[config.mk]
export PLATFORM = sky130hd
export DESIGN_NAME = mux_pixel_input_unpacker
export DESIGN_NICKNAME = d
export VERILOG_FILES = /design/src/rtl/mux_pixel_pkg.sv /design/src/rtl/mux_pixel_input_unpacker.sv
export SDC_FILE = /design/constraint.sdc
export NUM_CORES = 1
export LEC_CHECK = 0
export BUFFER_PORTS_ARGS = -buffer_cell sky130_fd_sc_hd__buf_2
export CORE_MARGIN = 1.5
export CORE_UTILIZATION = 51
export DETAILED_ROUTE_END_ITERATION = 8
export GPL_TIMING_DRIVEN = 0
export PLACE_DENSITY_LB_ADDON = 0.08
export SETUP_SLACK_MARGIN = 0.15
export SKIP_CTS_REPAIR_TIMING = 1
export SLEW_MARGIN = 15
export SYNTH_ARGS = -nofsm -noshare
export SYNTH_HDL_FRONTEND = slang
export SYNTH_SLANG_ARGS = --single-unit
[constraint.sdc]
create_clock -name mclk_in -period 6.2 [get_ports mclk_in]
set_input_delay 0.62 -clock mclk_in [delete_from_list [all_inputs] [get_ports mclk_in]]
set_output_delay 0.62 -clock mclk_in [all_outputs]
set_load 0.005 [all_outputs]
[src/rtl/mux_pixel_pkg.sv]
// constants for the multiplexed pixel input unpacker
`default_nettype none
package mux_pixel_pkg;
    // ========================================
    // bus and pixel widths
    localparam int BUS_W   = 12;
    localparam int PIX_W   = 24;
    localparam int BYTE_W  = 8;
    localparam int FMT_W   = 3;
    // ========================================
    // input format select codes
    localparam logic [FMT_W-1:0] FMT_RGB_A    = 3'h0;
    localparam logic [FMT_W-1:0] FMT_RGB_B    = 3'h1;
    localparam logic [FMT_W-1:0] FMT_RGB_565  = 3'h2;
    localparam logic [FMT_W-1:0] FMT_RGB_555  = 3'h3;
    localparam logic [FMT_W-1:0] FMT_YCRCB    = 3'h4;
    // ========================================
    // embedded timing reference code
    localparam logic [BYTE_W-1:0] TRC_PREAMBLE_1 = 8'hFF;
    localparam logic [BYTE_W-1:0] TRC_PREAMBLE_0 = 8'h00;
    localparam int STAT_FIELD  = 6;
    localparam int STAT_VBLANK = 5;
    localparam int STAT_EAV    = 4;
endpackage : mux_pixel_pkg
`default_nettype wire

[src/rtl/mux_pixel_input_unpacker.sv]
// multiplexed 12-bit pixel bus unpacker with embedded timing decode
//
// Contract
// - format 0 word layout, 12-12 scheme one
// - format 1 word layout, 12-12 scheme two
// - format 2 word layout, 5-6-5
// - format 3 word layout, 5-5-5, second word bit 11 ignored
// - format 4: chroma first, luma second, low zero
// - format 4 accepts embedded timing codes
// - timing code is FF 00 00 status, Cb-aligned
// - status bit 6 gives the field
// - status bit 5 gives vertical blanking
// - status bit 4 marks end versus start
// - other status bits are ignored
// - first word after sync lead is first half
// - 1X latches both edges, 2X one edge
`default_nettype none
module mux_pixel_input_unpacker
    import mux_pixel_pkg::*;
(
    input  wire logic              mclk_in,
    input  wire logic              resetn_in,
    input  wire logic              pixel_clock_in,
    input  wire logic [BUS_W-1:0]  pixel_bus_in,
    input  wire logic              data_enable_in,
    input  wire logic              line_sync_in,
    input  wire logic [FMT_W-1:0]  input_format_select_in,
    input  wire logic              clock_double_in,
    input  wire logic              clock_invert_in,
    input  wire logic              embedded_sync_en_in,
    output logic      [PIX_W-1:0]  pixel_out,
    output logic                   pixel_valid_out,
    output logic                   data_enable_out,
    output logic                   chroma_phase_out,
    output logic                   field_out,
    output logic                   vblank_out,
    output logic                   line_end_out,
    output logic                   timing_code_out
);
    // ========================================
    // reset release
    logic [1:0] rst_sync;
    logic       rst_n;

    always_ff @(posedge mclk_in or negedge resetn_in) begin
        if (!resetn_in) begin
            rst_sync <= 2'h0;
        end else begin
            rst_sync <= {rst_sync[0], 1'b1};
        end
    end
    assign rst_n = rst_sync[1];

    // ========================================
    // state
    typedef struct packed {
        logic                    clk_s1;
        logic                    clk_s2;
        logic                    clk_s3;
        logic [BUS_W-1:0]        dat_s1;
        logic [BUS_W-1:0]        dat_s2;
        logic [BUS_W-1:0]        dat_s3;
        logic                    de_s1;
        logic                    de_s2;
        logic                    de_s3;
        logic                    hs_s1;
        logic                    hs_s2;
        logic                    hs_s3;
        logic [FMT_W-1:0]        fmt_s1;
        logic [FMT_W-1:0]        fmt_s2;
        logic                    dbl_s1;
        logic                    dbl_s2;
        logic                    inv_s1;
        logic                    inv_s2;
        logic                    emb_s1;
        logic                    emb_s2;
        logic                    phase;
        logic [BUS_W-1:0]        word_a;
        logic [BUS_W-1:0]        word_b;
        logic                    de_a;
        logic [2:0][BYTE_W-1:0]  hist;
        logic                    chroma_next;
        logic [PIX_W-1:0]        pixel;
        logic                    valid;
        logic                    de_q;
        logic                    chroma_q;
        logic                    field;
        logic                    vblank;
        logic                    line_end;
        logic                    trc;
    } state_t;

    state_t st;
    state_t next_st;

    // ========================================
    // word pair to 24-bit pixel
    function automatic logic [PIX_W-1:0] unpack(
        input logic [BUS_W-1:0] a,
        input logic [BUS_W-1:0] b,
        input logic [FMT_W-1:0] fmt
    );
        logic [PIX_W-1:0] p;
        p = '0;
        unique case (fmt)
            FMT_RGB_A: begin
                p = {b[11:4], b[3:0], a[11:8], a[7:0]};
            end
            FMT_RGB_B: begin
                p = {b[11:7], b[3:1], b[6:4], a[11:9], b[0], a[3],
                     a[8:4], a[2:0]};
            end
            FMT_RGB_565: begin
                p = {b[11:7], 3'h0, b[6:4], a[11:9], 2'h0,
                     a[8:4], 3'h0};
            end
            FMT_RGB_555: begin
                p = {b[10:6], 3'h0, b[5:4], a[11:9], 3'h0,
                     a[8:4], 3'h0};
            end
            FMT_YCRCB: begin
                p = {b[7:0], a[7:0], 8'h00};
            end
            default: begin
                p = '0;
            end
        endcase
        return p;
    endfunction : unpack

    // ========================================
    // edge detection and word latching
    logic rise;
    logic fall;
    logic lead;
    logic latch;
    logic hs_lead;
    logic ph;
    logic is_trc;

    always_comb begin
        next_st = st;
        next_st.clk_s1 = pixel_clock_in;
        next_st.clk_s2 = st.clk_s1;
        next_st.clk_s3 = st.clk_s2;
        next_st.dat_s1 = pixel_bus_in;
        next_st.dat_s2 = st.dat_s1;
        next_st.dat_s3 = st.dat_s2;
        next_st.de_s1  = data_enable_in;
        next_st.de_s2  = st.de_s1;
        next_st.de_s3  = st.de_s2;
        next_st.hs_s1  = line_sync_in;
        next_st.hs_s2  = st.hs_s1;
        next_st.hs_s3  = st.hs_s2;
        next_st.fmt_s1 = input_format_select_in;
        next_st.fmt_s2 = st.fmt_s1;
        next_st.dbl_s1 = clock_double_in;
        next_st.dbl_s2 = st.dbl_s1;
        next_st.inv_s1 = clock_invert_in;
        next_st.inv_s2 = st.inv_s1;
        next_st.emb_s1 = embedded_sync_en_in;
        next_st.emb_s2 = st.emb_s1;
        next_st.valid  = 1'b0;
        next_st.trc    = 1'b0;

        rise    = st.clk_s2 & ~st.clk_s3;
        fall    = ~st.clk_s2 & st.clk_s3;
        lead    = st.inv_s2 ? fall : rise;
        latch   = st.dbl_s2 ? lead : (rise | fall);
        hs_lead = st.hs_s2 & ~st.hs_s3;
        ph      = hs_lead ? 1'b0 : st.phase;
        is_trc  = st.emb_s2 && (st.fmt_s2 == FMT_YCRCB) && ph
                  && (st.hist[2] == TRC_PREAMBLE_1)
                  && (st.hist[1] == TRC_PREAMBLE_0)
                  && (st.hist[0] == TRC_PREAMBLE_0);

        if (hs_lead) begin
            next_st.phase       = 1'b0;
            next_st.chroma_next = 1'b0;
        end
        if (latch) begin
            // bus sampled just before the edge was seen
            next_st.hist = {st.hist[1:0], st.dat_s3[BYTE_W-1:0]};
            if (!ph) begin
                next_st.word_a = st.dat_s3;
                next_st.de_a   = st.de_s3;
                next_st.phase  = 1'b1;
            end else begin
                next_st.word_b = st.dat_s3;
                next_st.phase  = 1'b0;
                if (is_trc) begin
                    next_st.trc         = 1'b1;
                    next_st.field    = st.dat_s3[STAT_FIELD];
                    next_st.vblank   = st.dat_s3[STAT_VBLANK];
                    next_st.line_end = st.dat_s3[STAT_EAV];
                    next_st.chroma_next = 1'b0;
                end else begin
                    next_st.pixel    = unpack(st.word_a, st.dat_s3,
                                              st.fmt_s2);
                    next_st.valid    = 1'b1;
                    next_st.de_q     = st.de_a;
                    next_st.chroma_q = st.chroma_next;
                    next_st.chroma_next = ~st.chroma_next;
                end
            end
        end
    end

    always_ff @(posedge mclk_in or negedge rst_n) begin
        if (!rst_n) begin
            st <= '0;
        end else begin
            st <= next_st;
        end
    end

    assign pixel_out        = st.pixel;
    assign pixel_valid_out  = st.valid;
    assign data_enable_out  = st.de_q;
    assign chroma_phase_out = st.chroma_q;
    assign field_out        = st.field;
    assign vblank_out       = st.vblank;
    assign line_end_out     = st.line_end;
    assign timing_code_out  = st.trc;
endmodule : mux_pixel_input_unpacker
`default_nettype wire

==> results of run 1 <==
## layout make-up
type / instances / area [sq um] / area share
sequential: 129 / 3232 / 0.5228
tap: 133 / 166.4 / 0.02692
inverter: 7 / 26.28 / 0.004250
multi-input combinational: 172 / 1560 / 0.2524
buffer: 38 / 252.7 / 0.04088
clock inverter: 14 / 203.9 / 0.03299
timing repair buffer: 56 / 322.8 / 0.05222
clock buffer: 18 / 417.9 / 0.06760
## state kept, by name, indices dropped and copies added, names as in the netlist
register          count
pixel_valid_out       1
rst_sync              2
line_end_out          1
data_enable_out       1
timing_code_out       1
chroma_phase_out      1
st                   60
field_out             1
vblank_out            1
next_st              36
pixel_out            24
## layout by cell type, fill, tap and decap left out, drive strengths merged, types with 2 or more instances in the layout
cell type / netlist / final
dfrtp: 129 / 129
buf: 29 / 84
mux2: 63 / 63
clkbuf: 9 / 27
mux2i: 24 / 24
nor2b: 12 / 12
inv: 7 / 11
nand3: 7 / 7
o2bb2ai: 7 / 7
nor2: 7 / 7
nand2: 5 / 5
a31oi: 5 / 5
a21oi: 5 / 5
o22ai: 5 / 5
a2bb2oi: 5 / 5
o21ai: 5 / 5
ha: 4 / 4
bufinv: 0 / 4
nor3: 3 / 3
clkinv: 0 / 3
clkinvlp: 0 / 3
nand4b: 2 / 2
nor4: 2 / 2
## power groups by stage
stage,logic (mW),registers (mW),clock network (mW)
floorplan,0.411,1.15,0
global placement,0.525,1.20,0
detailed placement,0.549,1.20,0
CTS,0.555,1.18,1.05
global route,0.613,1.21,1.09
finish,0.546,1.18,1.03
## cells by family (layout without fill, tap and decap cells)
kind of cell               count (synthesis)  after routing  share of synthesized area
buffers and inverters                     45            133                    0.05506
and+or+nand+nor                           46             46                    0.05210
muxes                                     87             87                     0.1956
DFF                                      129            129                     0.6370
AOI/OAI and AO/OA                         34             34                    0.04963
adders and majority gates                  4              4                   0.009877
other                                      1              1                  0.0007400
## stage by stage
| step | setup WS, ns | util | area (sq um) | power (mW) |
|---|---|---|---|---|
| after global routing | 2.715 | 0.6384 | 6182 | 2.918 |
| after floorplan | 2.340 | - | 5067 | 1.565 |
| after detailed placement | 2.970 | 0.5731 | 5550 | 1.746 |
| after CTS | 2.929 | 0.6373 | 6172 | 2.794 |
| after global placement | 1.133 | 0.5678 | 5499 | 1.724 |
| final | 2.970 | 0.6384 | 6182 | 2.760 |
## layer usage
| metal | part of all wire | routed length, um | up-vias |
|---|---|---|---|
| li1 | - | - | 1341 |
| met1 | 0.45 | 4147 | 1454 |
| met2 | 0.51 | 4666 | 62 |
| met3 | 0.034 | 316 | 11 |
| met4 | 0.011 | 105 | 0 |
| met5 | 0 | 0 | - |
## worst min path at each step
stage | from | end | cells after the start
global placement | next_st[120] | next_st[108] | 0
floorplan | resetn_in | rst_sync[0] | 0
global route | line_sync_in | next_st[95] | 1
CTS | resetn_in | rst_sync[1] | 1
detailed placement | rst_sync[1] | next_st[117] | 0
finish | pixel_bus_in[0] | next_st[112] | 1
==> summary.txt, run 1 <==
Floorplan
  • Site Rows: 36
  • Core box area: 9684 sq um
  • Top Ports: 54
  • Width of the die: 102.7 um
  • Area of the die: 10,540 sq um
  • Die H: slightly above 100 um
  • Initial core utilization: 0.5233

Power
  • Power share of the clock group: 0.374
  • Peak supply drop: 0.2751 mV
  • Pwr/cell area: 446.5 nW/um^2
  • Net Sw Power: 0.7049 mW
  • Sequential Power Share: 0.428
  • Logic pwr share: 0.198
  • Pint: 2.056 mW
  • Switching part of the total power: 0.2554
  • Leakage: 2.908 nW

Placement
  • DP Cell Count: 534
  • # port buffers: 53
  • Gpl congestion: 0.8413
  • DP HPWL: 5.967 mm

Synthesis
  • Most frequent cells after synthesis: dfrtp_1, mux2_2, buf_4
  • Top post-synthesis cells by area: dfrtp_1, mux2_2, mux2i_1, buf_4, mux2_4
  • Number of enable flip-flop cells after synthesis: 0
  • Syn. warnings: 0
  • Count leader, synth: dfrtp_1
  • Avg Cell Area, Syn: 14.65 sq um
  • Asr flop ratio synth: 1.000
  • Cells after Synth: 346
  • Most used flip-flop cell after synthesis: dfrtp_1
  • Post-synth cell types: 35
  • Yosys reg bits: 129
  • Syn Nets: ~370
  • Sequential area share after synthesis: 0.6370
  • Yosys top cell by area: dfrtp_1
  • Top cell type's share of synthesized area: 0.6370
  • Area of the mapped netlist: just over 5000 sq um

Drt
  • Via density: 5.058
  • First drt pass iteration count: 4
  • Iteration-0 DRC Markers: 84
  • DRC: 0
  • Final WL: a little over 9 mm
  • Routed length per instance: between 15 and 20 um
  • Vias: between 2,000 and 3,000
  • DRT antenna net count: 0

Timing
  • Final Skew: 0.005314 ns
  • Final hold viol count: 0
  • Setup violations, final: 0
  • Max Slew Vio Count: 0
  • Tmin final: 3.230 ns
  • Worst-Margin Slew: 0.7882 ns
  • Worst rel slew slack: 0.4726
  • Hold WS: 0.2133 ns
  • Fin Setup TNS: 0 ns
  • Final period util: 0.5210
  • RSZ-0062 raised after global routing: no
  • Fmax: 0.3096 GHz

Global routing
  • First-pass GRT wire length: between 15 and 20 mm
  • Met2 Usage GRT: 0.3301
  • Initial antenna violation count: 0
  • Vias in the first global route: 2,941
  • Total grt overflow: 0
  • Peak-usage layer in the global routing report: met2
  • GR Util met3: 0.05492
  • All-Layer GR Usage: 0.1993
  • Largest net degree at the start of global routing: 55
  • Met1 Usage GRT: 0.2542

Critical path
  • R2R Path Start: st[136]
  • CP max stage cell: mux2i_2
  • Arr. time, crit path: 3.62 ns
  • Crit path from: st[136]
  • Top delay family on crit path: buffers and inverters
  • Crit. End Element: register
  • Max incr delay on CP: about 0.6 ns
  • Crit Path Max Fanout: 11
  • Critical path cell sequence: inv_1, ha_1, mux2i_2, clkbuf_1, ha_1, buf_1, mux2_2
  • Crit Reg-Reg Endpoint: st[80]
  • Critical Path Start Type: register
  • Setup CP Type: register to register
  • Worst path depth: 7
  • CP Data Required Time: 6.59 ns
  • Critical Path Most Common Cell: ha_1
  • CP endpoint: st[80]
  • Buf/Inv on CP: 3
  • Worst reg2reg path depth: 7
  • Worst reg2reg setup slack: 2.97 ns

Flow run
  • Max Cap Viol: 0

Layout
  • Fin cells: 567
  • Ratio of cells with drive above 1 in the final layout: 0.4147
  • Fin nets: 448
  • Fillcell total: 722
  • Antenna fix cells: 0
  • P&R area growth vs syn: 22.00%

Clock network
  • Latest clock arrival within the worst-skew pair: 0.51 ns
  • Root Driver: clkbuf_8
  • CTS tree: built
  • Reg clk slew, reported paths: 0.06 ns
  • Clock buffer depth: 2
  • CTS sink cnt: about 130
  • Inserted Clock Buffers: 17
  • H-tree level count: 4

Run status
  • Status: finished clean

Worst hold path
  • Worst min-delay path category: primary input to register
Power figures use the tool's default switching activity.
==> inputs of run 2 (changes only) <==
==> constraint.sdc (replaced) <==
create_clock -name mclk_in -period 2.92 [get_ports mclk_in]
set_input_delay 0.292 -clock mclk_in [delete_from_list [all_inputs] [get_ports mclk_in]]
set_output_delay 0.292 -clock mclk_in [all_outputs]
set_load 0.005 [all_outputs]
==> run 2 against run 1 <==
Worst setup slack lost 2.6 ns. Clock power grew 100%. Largest power group unchanged. Wire length grew 2.1%. First-iteration DRC count shrank 25%. Critical path type unchanged. Final area grew 3.4%.
==> summary.txt, run 2 (synthesized netlist as in run 1, its figures left out) <==
Global routing
  • First-pass GRT wire length: 14.99 mm
  • Vias in the first global route: 2,948
  • Initial antenna violation count: 0
  • Largest net degree at the start of global routing: 61
  • All-Layer GR Usage: 0.1961
  • Total grt overflow: 0

Layout
  • Commonest non-fill, non-tap cell in the layout: dfrtp_1
  • Sequential cell area: 3232 sq um
  • Largest Register: st
  • Antenna fix cells: 0
  • P&R area growth vs syn: 26.10%
  • Most frequent cells in the layout: dfrtp_1, mux2_2, buf_2
  • Footprint of the multi-input gates: 1574 sq um
  • Fin nets: 469
  • Largest register FFs: 60
  • Fillcell total: a little over 700
  • Ratio of cells with drive above 1 in the final layout: 0.4000

Timing
  • Fmax: 0.3854 GHz
  • Worst-Margin Slew: 0.8094 ns
  • Tmin final: 2.595 ns
  • Final Skew: 0.004541 ns
  • Hold WS: 0.08326 ns
  • RSZ-0062 raised after global routing: no
  • Max Slew Vio Count: 0
  • Final setup margin: 0.3251 ns
  • Fin Setup TNS: 0 ns
  • Final period util: 0.8887
  • Setup violations, final: 0
  • Final hold viol count: 0
  • Worst rel slew slack: 0.4584

Drt
  • DRC: 0
  • Via density: 5.044
  • Routed length per instance: between 15 and 20 um
  • Vias: 2,966
  • Final WL: 9.427 mm
  • DRT antenna net count: 0
  • First drt pass iteration count: 4
  • Iteration-0 DRC Markers: between 60 and 70

Run status
  • Status: finished clean

Critical path
  • CP Data Required Time: 3.32 ns
  • Critical Path Start Type: register
  • Critical path cell sequence: or4b_1, or4_4, o2111ai_4, buf_12, mux2_4
  • Crit Path Max Fanout: 10
  • Setup CP Type: register to register
  • CP max stage cell: or4_4
  • Crit. End Element: register
  • Arr. time, crit path: around 3 ns
  • Max incr delay on CP: 0.57 ns
  • Crit Reg-Reg Endpoint: pixel_out[14]
  • R2R Path Start: st[41]
  • Worst reg2reg path depth: 5
  • Worst reg2reg setup slack: between 0.3 and 0.4 ns

Floorplan
  • Width of the die: 102.7 um
  • Die H: 102.7 um
  • Site Rows: 36
  • Top Ports: between 50 and 60
  • Core box area: 9684 sq um
  • Area of the die: 10,540 sq um
  • Initial core utilization: 0.5233

Placement
  • Gpl congestion: 0.8285
  • Pre-CTS setup slack: -0.3154 ns
  • # port buffers: 53
  • DP HPWL: about 6 mm

Power
  • Leakage: 2.999 nW
  • Peak supply drop: 0.5505 mV
  • Pwr/cell area: 908.7 nW/um^2

Clock network
  • CTS tree: built
  • Latest clock arrival within the worst-skew pair: 0.51 ns
  • CTS sink cnt: 129
  • Inserted Clock Buffers: 17
  • Reg clk slew, reported paths: 0.06 ns
  • Root Driver: clkbuf_8
  • Clock buffer depth: 2
  • H-tree level count: 4

Worst hold path
  • Worst min-delay path category: primary input to asynchronous set/reset pin

Flow run
  • Max Cap Viol: 0
==> run 2: layout make-up <==
type / count / area share
Sequential cell: 129 / 0.5058
Timing Repair Buffer: 77 / 0.08341
Inverter: 7 / 0.004112
Clock inverter: 11 / 0.02408
Multi-Input combinational cell: 172 / 0.2463
Buffer: 38 / 0.03995
Tap cell: 133 / 0.02604
Clock buffer: 21 / 0.07030
==> run 2: worst max-delay path by stage <==
| stage | endpoint | startpoint | slack [ns] |
|---|---|---|---|
| 5_1_grt | st[73] | st[136] | 0.18 |
| 6_report | pixel_out[14] | st[41] | 0.33 |
| 4_1_cts | st[75] | next_st[136] | -0.35 |
| 3_5_place_dp | st[74] | next_st[136] | -0.32 |
| 3_3_place_gp | st[79] | st[136] | -0.29 |
| 2_1_floorplan | st[56] | st[136] | 0.31 |
==> run 2: worst max-delay path, delay by kind of cell, from the launching register on <==
kind            cells  cell delay, ns
flops               1            0.38
buf+inv             1            0.21
compound gates      1            0.47
simple gates        2            1.10
mux                 1            0.30
==> run 2: routing by layer <==
metal  wire length (um)  track usage
met1               4214       0.2516
met2               4682       0.3077
met3                279      0.05220
met4                250       0.1033
met5                  0            0
==> run 2: where the power goes <==
group          total (mW)  switching [mW]  leakage (nW)  internal (mW)
combinational        1.18           0.406          1.16          0.778
sequential           2.51           0.304          1.55           2.21
clock                2.11           0.758         0.289           1.35
==> run 2: through the flow <==
step / instances / util / area [sq um] / total power, mW
floorplan: 346 / - / 5069 / 3.323
global placement: 532 / 0.5680 / 5500 / 3.660
detailed placement: 534 / 0.5731 / 5550 / 3.710
CTS: 566 / 0.6354 / 6153 / 5.843
global route: 588 / 0.6598 / 6390 / 6.117
finish: 588 / 0.6598 / 6390 / 5.806
